File: src/adc_seq_pkg.sv
// Register map, field layout and constants of the converter sequencing control
package adc_seq_pkg;
   // ----------------------------------------------------------------
   // Register byte offsets
   // ----------------------------------------------------------------
   localparam logic [7:0] OFS_CTL2 = 8'h00;
   localparam logic [7:0] OFS_CTL3 = 8'h04;
   localparam logic [7:0] OFS_CHS123 = 8'h08;
   localparam logic [7:0] OFS_CHS0 = 8'h0C;
   localparam logic [7:0] OFS_SCAN = 8'h10;
   localparam logic [7:0] OFS_PCFG = 8'h14;

   // ----------------------------------------------------------------
   // Writable bits and reset values
   // ----------------------------------------------------------------
   localparam logic [15:0] MASK_CTL2 = 16'hE73F;
   localparam logic [15:0] MASK_CTL3 = 16'h9FFF;
   localparam logic [15:0] MASK_CHS123 = 16'h0707;
   localparam logic [15:0] MASK_CHS0 = 16'h9F9F;
   localparam logic [15:0] MASK_LIST = 16'h9FFF;
   localparam logic [15:0] RST_REG = 16'h0000;

   // ----------------------------------------------------------------
   // Field positions
   // ----------------------------------------------------------------
   localparam int REF_LSB = 13;
   localparam int SCAN_EN_BIT = 10;
   localparam int CHPS_LSB = 8;
   localparam int FILL_HALF_BIT = 7;
   localparam int SPI_LSB = 2;
   localparam int SPLIT_BIT = 1;
   localparam int ALT_BIT = 0;
   localparam int CLK_SRC_BIT = 15;
   localparam int SAMC_LSB = 8;
   localparam int DIV_LSB = 0;
   localparam int NEG_B_LSB = 9;
   localparam int POS_B_BIT = 8;
   localparam int NEG_A_LSB = 1;
   localparam int POS_A_BIT = 0;
   localparam int CH0_B_LSB = 8;
   localparam int CH0_A_LSB = 0;
   localparam int CH0_NEG_OFS = 7;

   // ----------------------------------------------------------------
   // Divider, buffer and input codes
   // ----------------------------------------------------------------
   localparam logic [7:0] DIV_MAX = 8'h3F;
   localparam logic [3:0] HALF_BASE = 4'h8;
   localparam logic [4:0] TEMP_CODE = 5'h0D;
   localparam logic [3:0] PTR_LAST = 4'hF;
endpackage : adc_seq_pkg

File: src/adc_sequence_config.sv
// Converter configuration registers, sequencer, clock divider and pin control
//
// Our own choices: register access over Wishbone and the placing of the registers.
module adc_sequence_config #(
   parameter logic [15:0] PRESENT_MASK = 16'h9FFF,
   parameter bit SMALL_VARIANT = 1'b0
) (
   input wire logic clk_i,
   input wire logic rst_i,
   input wire logic cyc_i,
   input wire logic stb_i,
   input wire logic we_i,
   input wire logic [7:0] adr_i,
   input wire logic [3:0] sel_i,
   input wire logic [31:0] dat_i,
   output logic [31:0] dat_o,
   output logic ack_o,
   input wire logic module_disable_i,
   input wire logic rc_tick_i,
   input wire logic sample_start_i,
   input wire logic result_valid_i,
   input wire logic seq_done_i,
   input wire logic [15:0] pin_level_i,
   output logic conv_tick_o,
   output logic sample_end_o,
   output logic seq_event_o,
   output logic [3:0] buf_addr_o,
   output logic [3:0] chan_enable_o,
   output logic sample_b_o,
   output logic [4:0] ch0_pos_o,
   output logic ch0_low_ref_o,
   output logic ch0_neg_o,
   output logic [1:0] ch13_neg_o,
   output logic ch13_pos_o,
   output logic ch23_pos_open_o,
   output logic [2:0] reference_select_o,
   output logic [15:0] port_read_o,
   output logic [15:0] mux_ground_o
);
   import adc_seq_pkg::*;

   // ----------------------------------------------------------------
   // State
   // ----------------------------------------------------------------
   // Every register, counter and pulse of the block in one word;
   // one process computes the next copy, one registers it
   typedef struct packed {
      logic [15:0] ctl2;
      logic [15:0] ctl3;
      logic [15:0] chs123;
      logic [15:0] chs0;
      logic [15:0] list;
      logic [15:0] pcfg;
      logic ack;
      logic [31:0] rdata;
      logic [7:0] div_cnt;
      logic tick;
      logic samp_busy;
      logic [4:0] samp_cnt;
      logic samp_end;
      logic [3:0] seq_cnt;
      logic half;
      logic [3:0] wr_addr;
      logic use_b;
      logic [3:0] scan_ptr;
      logic restart;
      logic event_p;
      logic [15:0] port_rd;
      logic [15:0] mux_gnd;
   } state_t;

   state_t st_reg;
   state_t st_next;

   // Next selected list entry after ptr, wrapping; ptr 15 gives the first
   // Searches at most sixteen slots; an empty list returns ptr unchanged
   function automatic logic [3:0] next_scan(input logic [15:0] list, input logic [3:0] ptr);
      logic [3:0] res;
      logic found;
      logic [3:0] idx;
      res = ptr;
      found = 1'b0;
      for (int i = 1; i <= 16; i++) begin
         idx = ptr + i[3:0];
         if (!found && list[idx]) begin
            res = idx;
            found = 1'b1;
         end
      end
      return res;
   endfunction : next_scan

   // Byte-lane merge of a write into a 16-bit register
   // Only lanes 0 and 1 carry register bits; upper lanes are ignored
   function automatic logic [15:0] lane_wr(input logic [15:0] old, input logic [31:0] d,
                                           input logic [3:0] sel, input logic [15:0] mask);
      logic [15:0] v;
      v = old;
      if (sel[0]) begin
         v[7:0] = d[7:0];
      end
      if (sel[1]) begin
         v[15:8] = d[15:8];
      end
      return v & mask;
   endfunction : lane_wr

   // ----------------------------------------------------------------
   // Decoded fields
   // ----------------------------------------------------------------
   logic scan_en;
   logic split;
   logic alternate_sampling;
   logic [3:0] spi;
   logic [1:0] chps;
   logic int_clk;
   logic [7:0] div_set;
   logic [4:0] samc;
   logic [15:0] scan_list;
   logic [3:0] scan_cur;
   logic [4:0] ch0_sel;
   logic req;

   // Field extracts of the configuration registers
   assign scan_en = st_reg.ctl2[SCAN_EN_BIT];
   assign split = st_reg.ctl2[SPLIT_BIT];
   assign alternate_sampling = st_reg.ctl2[ALT_BIT];
   assign spi = st_reg.ctl2[SPI_LSB +: 4];
   assign chps = st_reg.ctl2[CHPS_LSB +: 2];
   assign int_clk = st_reg.ctl3[CLK_SRC_BIT];
   assign div_set = st_reg.ctl3[DIV_LSB +: 8];
   assign samc = st_reg.ctl3[SAMC_LSB +: 5];
   // List limited to inputs 0-12 and 15
   // Temperature code 13 is outside the list
   assign scan_list = st_reg.list & MASK_LIST;
   assign scan_cur = st_reg.restart ? next_scan(scan_list, PTR_LAST) : st_reg.scan_ptr;
   assign ch0_sel = st_reg.use_b ? st_reg.chs0[CH0_B_LSB +: 5] : st_reg.chs0[CH0_A_LSB +: 5];
   // Requests are taken only while ack is low
   assign req = cyc_i && stb_i && !st_reg.ack;

   // ----------------------------------------------------------------
   // Next-state logic
   // ----------------------------------------------------------------
   always_comb begin
      st_next = st_reg;
      st_next.ack = req;
      st_next.tick = 1'b0;
      st_next.samp_end = 1'b0;
      st_next.event_p = 1'b0;

      // ------------------------------------------------------------
      // Register bus
      // ------------------------------------------------------------
      // Bus read and write
      // A held strobe is not re-taken while ack stands, so one request
      // gives exactly one write and one ack pulse
      if (req) begin
         st_next.rdata = 32'h0000_0000;
         unique case (adr_i)
            OFS_CTL2: begin
               st_next.rdata[15:0] = st_reg.ctl2;
               st_next.rdata[FILL_HALF_BIT] = st_reg.half;
               if (we_i) begin
                  st_next.ctl2 = lane_wr(st_reg.ctl2, dat_i, sel_i, MASK_CTL2);
               end
            end
            OFS_CTL3: begin
               st_next.rdata[15:0] = st_reg.ctl3;
               if (we_i) begin
                  st_next.ctl3 = lane_wr(st_reg.ctl3, dat_i, sel_i, MASK_CTL3);
               end
            end
            OFS_CHS123: begin
               st_next.rdata[15:0] = st_reg.chs123;
               if (we_i) begin
                  st_next.chs123 = lane_wr(st_reg.chs123, dat_i, sel_i, MASK_CHS123);
               end
            end
            OFS_CHS0: begin
               st_next.rdata[15:0] = st_reg.chs0;
               if (we_i) begin
                  st_next.chs0 = lane_wr(st_reg.chs0, dat_i, sel_i, MASK_CHS0);
               end
            end
            OFS_SCAN: begin
               st_next.rdata[15:0] = st_reg.list;
               if (we_i) begin
                  st_next.list = lane_wr(st_reg.list, dat_i, sel_i, MASK_LIST);
               end
            end
            OFS_PCFG: begin
               st_next.rdata[15:0] = st_reg.pcfg;
               if (we_i) begin
                  st_next.pcfg = lane_wr(st_reg.pcfg, dat_i, sel_i, MASK_LIST);
               end
            end
            default: begin
               st_next.rdata = 32'h0000_0000;
            end
         endcase
      end

      // ------------------------------------------------------------
      // Conversion clock
      // ------------------------------------------------------------
      // Compare with >= so a smaller divider written mid-count wraps
      // at once instead of running through the whole counter range
      // Divide system clock by field plus one, reserved codes clamp
      if (st_reg.div_cnt >= ((div_set > DIV_MAX) ? DIV_MAX : div_set)) begin
         st_next.div_cnt = 8'h00;
         st_next.tick = 1'b1;
      end else begin
         st_next.div_cnt = st_reg.div_cnt + 8'h01;
      end
      if (int_clk) begin
         st_next.div_cnt = 8'h00;
         st_next.tick = rc_tick_i;
      end

      // ------------------------------------------------------------
      // Sample timer
      // ------------------------------------------------------------
      // A zero count ends the sample two cycles after start
      // A new start reloads the count even while busy
      // Auto-sample time in conversion clock periods
      if (sample_start_i) begin
         st_next.samp_busy = 1'b1;
         st_next.samp_cnt = samc;
      end else if (st_reg.samp_busy) begin
         if (st_reg.samp_cnt == 5'h00) begin
            st_next.samp_busy = 1'b0;
            st_next.samp_end = 1'b1;
         end else if (conv_tick_o) begin
            st_next.samp_cnt = st_reg.samp_cnt - 5'h01;
         end
      end

      // ------------------------------------------------------------
      // Result buffer and sequencer
      // ------------------------------------------------------------
      // An event in the same cycle as a result wins on the address
      // Each result takes the next buffer word
      if (result_valid_i) begin
         st_next.wr_addr = st_reg.wr_addr + 4'h1;
      end

      // Sequence completion: scan step, A/B toggle, event cadence
      // Scan pointer moves only on a sample A sequence, so a sample B
      // sequence never consumes a list entry
      if (seq_done_i) begin
         // Alternate A and B per sequence
         st_next.use_b = alternate_sampling && !st_reg.use_b;
         // Scan advances only after sample A sequences
         if (scan_en && !st_reg.use_b) begin
            st_next.scan_ptr = next_scan(scan_list, scan_cur);
            st_next.restart = 1'b0;
         end
         if (st_reg.seq_cnt >= spi) begin
            st_next.seq_cnt = 4'h0;
            st_next.event_p = 1'b1;
            // Scan list restarts at the event
            st_next.restart = 1'b1;
            // Split mode alternates halves, else restart at zero
            if (split) begin
               st_next.half = !st_reg.half;
               st_next.wr_addr = st_reg.half ? 4'h0 : HALF_BASE;
            end else begin
               st_next.half = 1'b0;
               st_next.wr_addr = 4'h0;
            end
         end else begin
            st_next.seq_cnt = st_reg.seq_cnt + 4'h1;
         end
      end
      if (!alternate_sampling && !seq_done_i) begin
         st_next.use_b = 1'b0;
      end

      // ------------------------------------------------------------
      // Pin configuration
      // ------------------------------------------------------------
      // Port read and mux ground share one register stage, so they
      // never disagree for a cycle
      // Digital pins read through, mux grounded
      // Module disable forces every pin digital
      for (int p = 0; p < 16; p++) begin
         st_next.mux_gnd[p] = module_disable_i || st_reg.pcfg[p];
         st_next.port_rd[p] = st_next.mux_gnd[p] && pin_level_i[p];
      end
   end

   // ----------------------------------------------------------------
   // State register
   // Synchronous reset; configuration returns to zero, so pins come
   // up analog and the scan list restarts at its first entry
   // ----------------------------------------------------------------
   always_ff @(posedge clk_i) begin
      if (rst_i) begin
         st_reg <= '0;
         st_reg.ctl2 <= RST_REG;
         st_reg.ctl3 <= RST_REG;
         st_reg.chs123 <= RST_REG;
         st_reg.chs0 <= RST_REG;
         st_reg.list <= RST_REG;
         st_reg.pcfg <= RST_REG;
         st_reg.restart <= 1'b1;
      end else begin
         st_reg <= st_next;
      end
   end

   // ----------------------------------------------------------------
   // Outputs
   // ----------------------------------------------------------------
   assign dat_o = st_reg.rdata;
   assign ack_o = st_reg.ack;
   assign conv_tick_o = st_reg.tick;
   assign sample_end_o = st_reg.samp_end;
   assign seq_event_o = st_reg.event_p;
   assign buf_addr_o = st_reg.wr_addr;
   assign sample_b_o = st_reg.use_b;
   assign reference_select_o = st_reg.ctl2[REF_LSB +: 3];
   assign port_read_o = st_reg.port_rd;
   assign mux_ground_o = st_reg.mux_gnd;

   // Channel-count decode
   // Codes 10 and 11 both select all four channels
   assign chan_enable_o = chps[1] ? 4'hF : (chps[0] ? 4'h3 : 4'h1);

   // Selections follow sample_b_o, so they change one cycle after
   // the sequence that flips between sample A and sample B
   // Scan replaces sample A positive selection
   assign ch0_pos_o = (scan_en && !st_reg.use_b) ? {1'b0, scan_cur} : ch0_sel;
   // Absent or empty scan slot converts the low reference
   // An empty list leaves the pointer unchanged, at 15 after a restart, which is also caught here
   assign ch0_low_ref_o = scan_en && !st_reg.use_b &&
                          (!PRESENT_MASK[scan_cur] || scan_list == 16'h0000);
   assign ch0_neg_o = st_reg.use_b ? st_reg.chs0[CH0_B_LSB + CH0_NEG_OFS]
                                   : st_reg.chs0[CH0_A_LSB + CH0_NEG_OFS];

   // A and B selectors share one encoding
   // One A/B select feeds every channel 1-3 selector
   assign ch13_neg_o = st_reg.use_b ? st_reg.chs123[NEG_B_LSB +: 2]
                                    : st_reg.chs123[NEG_A_LSB +: 2];
   assign ch13_pos_o = st_reg.use_b ? st_reg.chs123[POS_B_BIT] : st_reg.chs123[POS_A_BIT];
   // Small variant leaves channels 2 and 3 open
   // Larger variants route all three positive inputs; no open flag
   assign ch23_pos_open_o = SMALL_VARIANT && ch13_pos_o;
endmodule : adc_sequence_config

File: config.mk
export PLATFORM = sky130hd
export DESIGN_NAME = adc_sequence_config
export DESIGN_NICKNAME = d
export VERILOG_FILES = /design/src/adc_seq_pkg.sv /design/src/adc_sequence_config.sv
export SDC_FILE = /design/constraint.sdc
export NUM_CORES = 1
export LEC_CHECK = 0
export ABC_AREA = 1
export ABC_CLOCK_PERIOD_IN_PS = 8080
export BUFFER_PORTS_ARGS = -buffer_cell sky130_fd_sc_hd__buf_4
export CAP_MARGIN = 0
export CORE_UTILIZATION = 60
export CTS_BUF_LIST = sky130_fd_sc_hd__clkbuf_8 sky130_fd_sc_hd__clkbuf_16
export DETAILED_ROUTE_END_ITERATION = 8
export GPL_TIMING_DRIVEN = 1
export PLACE_DENSITY = 0.95
export SKIP_CTS_REPAIR_TIMING = 1
export SLEW_MARGIN = 30
export SYNTH_ARGS = -nofsm -noshare
export SYNTH_HDL_FRONTEND = slang
export SYNTH_SLANG_ARGS = --single-unit
File: constraint.sdc
create_clock -name clk_i -period 8.08 [get_ports clk_i]
set_clock_uncertainty 0.1 [all_clocks]
set_input_delay 0.404 -clock clk_i [delete_from_list [all_inputs] [get_ports clk_i]]
set_output_delay 0.404 -clock clk_i [all_outputs]
set_load 0.01 [all_outputs]
==> results.yml <==
clock_tree:
  cts_root_buffer: "clkbuf_16"
  numClockSinks: 152
  cts_buffer_depth: 2
  clk_pin_slew_ns: 0.06
  htreeDepth: 4
  numCtsBuffers: 17
  clk_latency_ns: 0.43
  cts_tree: "yes"
global_routing:
  grt_pass1_vias: 8635
  grt_pass1_wl_mm: 44.12
  antenna_found_initial: 0
  grt-ovfl-total: 0
  grt_max_degree: 71
  grt_util_all_layers: 0.3567
worst_setup_path:
  start_kind: "flop"
  endpoint_kind: "flop"
  path_max_fanout: 23
  reg2reg_depth: 32
  path_common_cell: "nand2_1"
  worstSetupPathType: "flop to flop"
  rr_endpoint: "st_reg[37]$_SDFFE_PP0P_"
  crit_arrival_ns: 5.14
  reg2reg_from: "scan_list[2]$_SDFFE_PP0P_"
  reg2reg_slack_ns: 3.12
  slowest_delay_ns: 0.71
  crit_path_top_delay_cell: "xnor2_1"
  required_ns: 8.26
finish:
  n_antenna_cell: 0
  largest_reg_flops: 56
  nNetsFinal: 1468
  final_area_mm2: 0.01021
  area_delta_synth_final_pct: 12.00
  final_layout_size_suffix_gt1_frac: 0.1519
drt:
  drc: 6
  routedWlPerCell_um: 17.54
  vias: 9466
  drt-pass1-iter-count: 9
  ant_nets: 0
  drtIter0Drc: 1193
  totalWireLength_mm: 27.59
  viasPerCell: 6.018
power:
  pwr-share-clk: 0.471
  intPower_mw: 1.307
  p_sw_frac: 0.2393
  power_mw: 1.718
  vdd.ir_drop.worst_mv: 0.1751
  p_sw_mw: 0.4112
  combPwrFrac: 0.080
  seqPwrFrac: 0.449
  power_leakage_nw: 4.467
  power_density_mw_per_mm2: 168.3
timing:
  tightest_slew_ns: 0.8649
  timing.final.max_slew_violations: 0
  setup_viol: 0
  tns_ns: 0
  max_freq_mhz: 201.5
  min_period_ns: 4.962
  rsz0062_at_grt: "no"
  maxSlewHeadroom: 0.4193
  fin_crit_sh: 0.6141
  worst_slack_ns: 3.118
  hold_viol_final: 0
synthesis:
  synthTopCellsByArea: "dfxtp_1, nand2_1, nand3_1"
  avgSynthCellArea_um2: 6.852
  synth_most_common_cell: "nand2_1"
  synth_warnings: 0
  yosysUniqueCellTypes: 53
  async_flop_share: 0
  synth_area_mm2: 0.009114
  yosys_register_bits: 152
  synth_top_area_cell: "dfxtp_1"
  yosysSeqAreaShare: 0.3339
  synth_top_flop_cell: "dfxtp_1"
  synth_enable_flop_cells: 0
  synth_cells: 1330
  synth_common_cells: "nand2_1, dfxtp_1, inv_1, nand3_1, nor2_1"
  synth_top_area_share: 0.3339
floorplanning:
  dieHeight_um: 125.2
  start_util: 0.6200
  core_mm2: 0.01470
  die_area_mm2: 0.01569
  rows: 44
  io_pins: 161
  die_w_um: 125.2
place:
  place_hpwl_mm: 19.38
  port_buffers: 124
  placed_area_mm2: 0.009603
  gp_congestion: 1.015
  pre_cts_ws_ns: 3.249
outcome:
  outcome: "finished with violations"
  violations: "DRC"
hold_path:
  min_to: "port_read_o[14]$_SDFF_PP0_"
  hp-class: "input port to flop"
  holdPathStages: 3
  min-delay-start: "pin_level_i[14]"
job:
  cap_viol_max_count: 0
cells in the final DEF, fill, tap and decap left out, drive strengths merged, types with 5 or more instances in the layout:
master and count:
nor2 122, xnor2 5, o22ai 10, o211ai 6
nor4 15, clkbuf 18, clkinv 10, nand3 135
conb 20, a21oi 103, nor3b 15, ha 22
dfxtp 152, nand4 19, o21a 6, a221oi 14
xor2 11, inv 146, buf 127, o21ai 118
nor3 26, nand2 260
stage by stage:
stage,std cells,utilization,hold slack [ns]
2_1_floorplan,1348,-,0.3297
3_3_place_gp,1541,0.6533,0.3401
3_5_place_dp,1541,0.6533,0.3574
4_1_cts,1573,0.6939,0.1099
5_1_grt,1573,0.6944,0.1311
6_report,1573,0.6944,0.1159
power by group through the flow:
stage | registers (mW) | clock network, mW | logic [mW]
after floorplan | 0.786 | 0 | 0.0934
after global placement | 0.787 | 0 | 0.129
after detailed placement | 0.787 | 0 | 0.133
after CTS | 0.771 | 0.804 | 0.135
after global routing | 0.772 | 0.845 | 0.151
final | 0.772 | 0.809 | 0.138
layout make-up:
type,count,area [um^2]
timing repair buffer,127,953.4
fill,1162,4492
clock buffer,18,439.2
sequential,152,3043
multi-input combinational,929,4823
tap,184,230.2
clock inverter,14,157.7
inverter,149,560.5
worst max-delay path, delay by kind of cell (launching register included):
family                   cells  cell delay [ns]
XOR/XNOR                     1             0.71
flip-flops                   1             0.48
buffers and inverters        4             0.28
adder cells (fa/ha/maj)      1             0.37
AND/OR/NAND/NOR             23             2.64
AO/OA/AOI/OAI                3             0.24
worst max-delay path by stage:
stage	startpoint	endpoint	cells after the start
2_1_floorplan	scan_list[2]$_SDFFE_PP0P_	st_reg[37]$_SDFFE_PP0P_	34
3_3_place_gp	scan_list[2]$_SDFFE_PP0P_	st_reg[37]$_SDFFE_PP0P_	33
5_1_grt	scan_list[2]$_SDFFE_PP0P_	st_reg[35]$_SDFFE_PP0P_	31
3_5_place_dp	scan_list[2]$_SDFFE_PP0P_	st_reg[37]$_SDFFE_PP0P_	33
4_1_cts	scan_list[2]$_SDFFE_PP0P_	st_reg[37]$_SDFFE_PP0P_	33
6_report	scan_list[2]$_SDFFE_PP0P_	st_reg[37]$_SDFFE_PP0P_	32
kinds of logic (layout without fill, tap and decap cells):
family | count (synthesis) | after routing | synth area share
simple gates | 598 | 598 | 0.3057
compound gates | 272 | 272 | 0.1678
buf+inv | 267 | 308 | 0.1451
flops | 152 | 152 | 0.3339
fa+ha+maj | 22 | 22 | 0.03020
xor+xnor | 16 | 16 | 0.01538
other cells | 2 | 20 | 0.0008240
mux | 1 | 1 | 0.001098
metal layers:
metal	GRT usage	up-vias	wire length (um)
met4	0.2188	0	1701
met2	0.5764	667	12610
met1	0.4342	4196	10400
met3	0.07873	168	2883
li1	-	4435	-
met5	0	-	0
No activity file was read; power rests on OpenSTA's default activity.
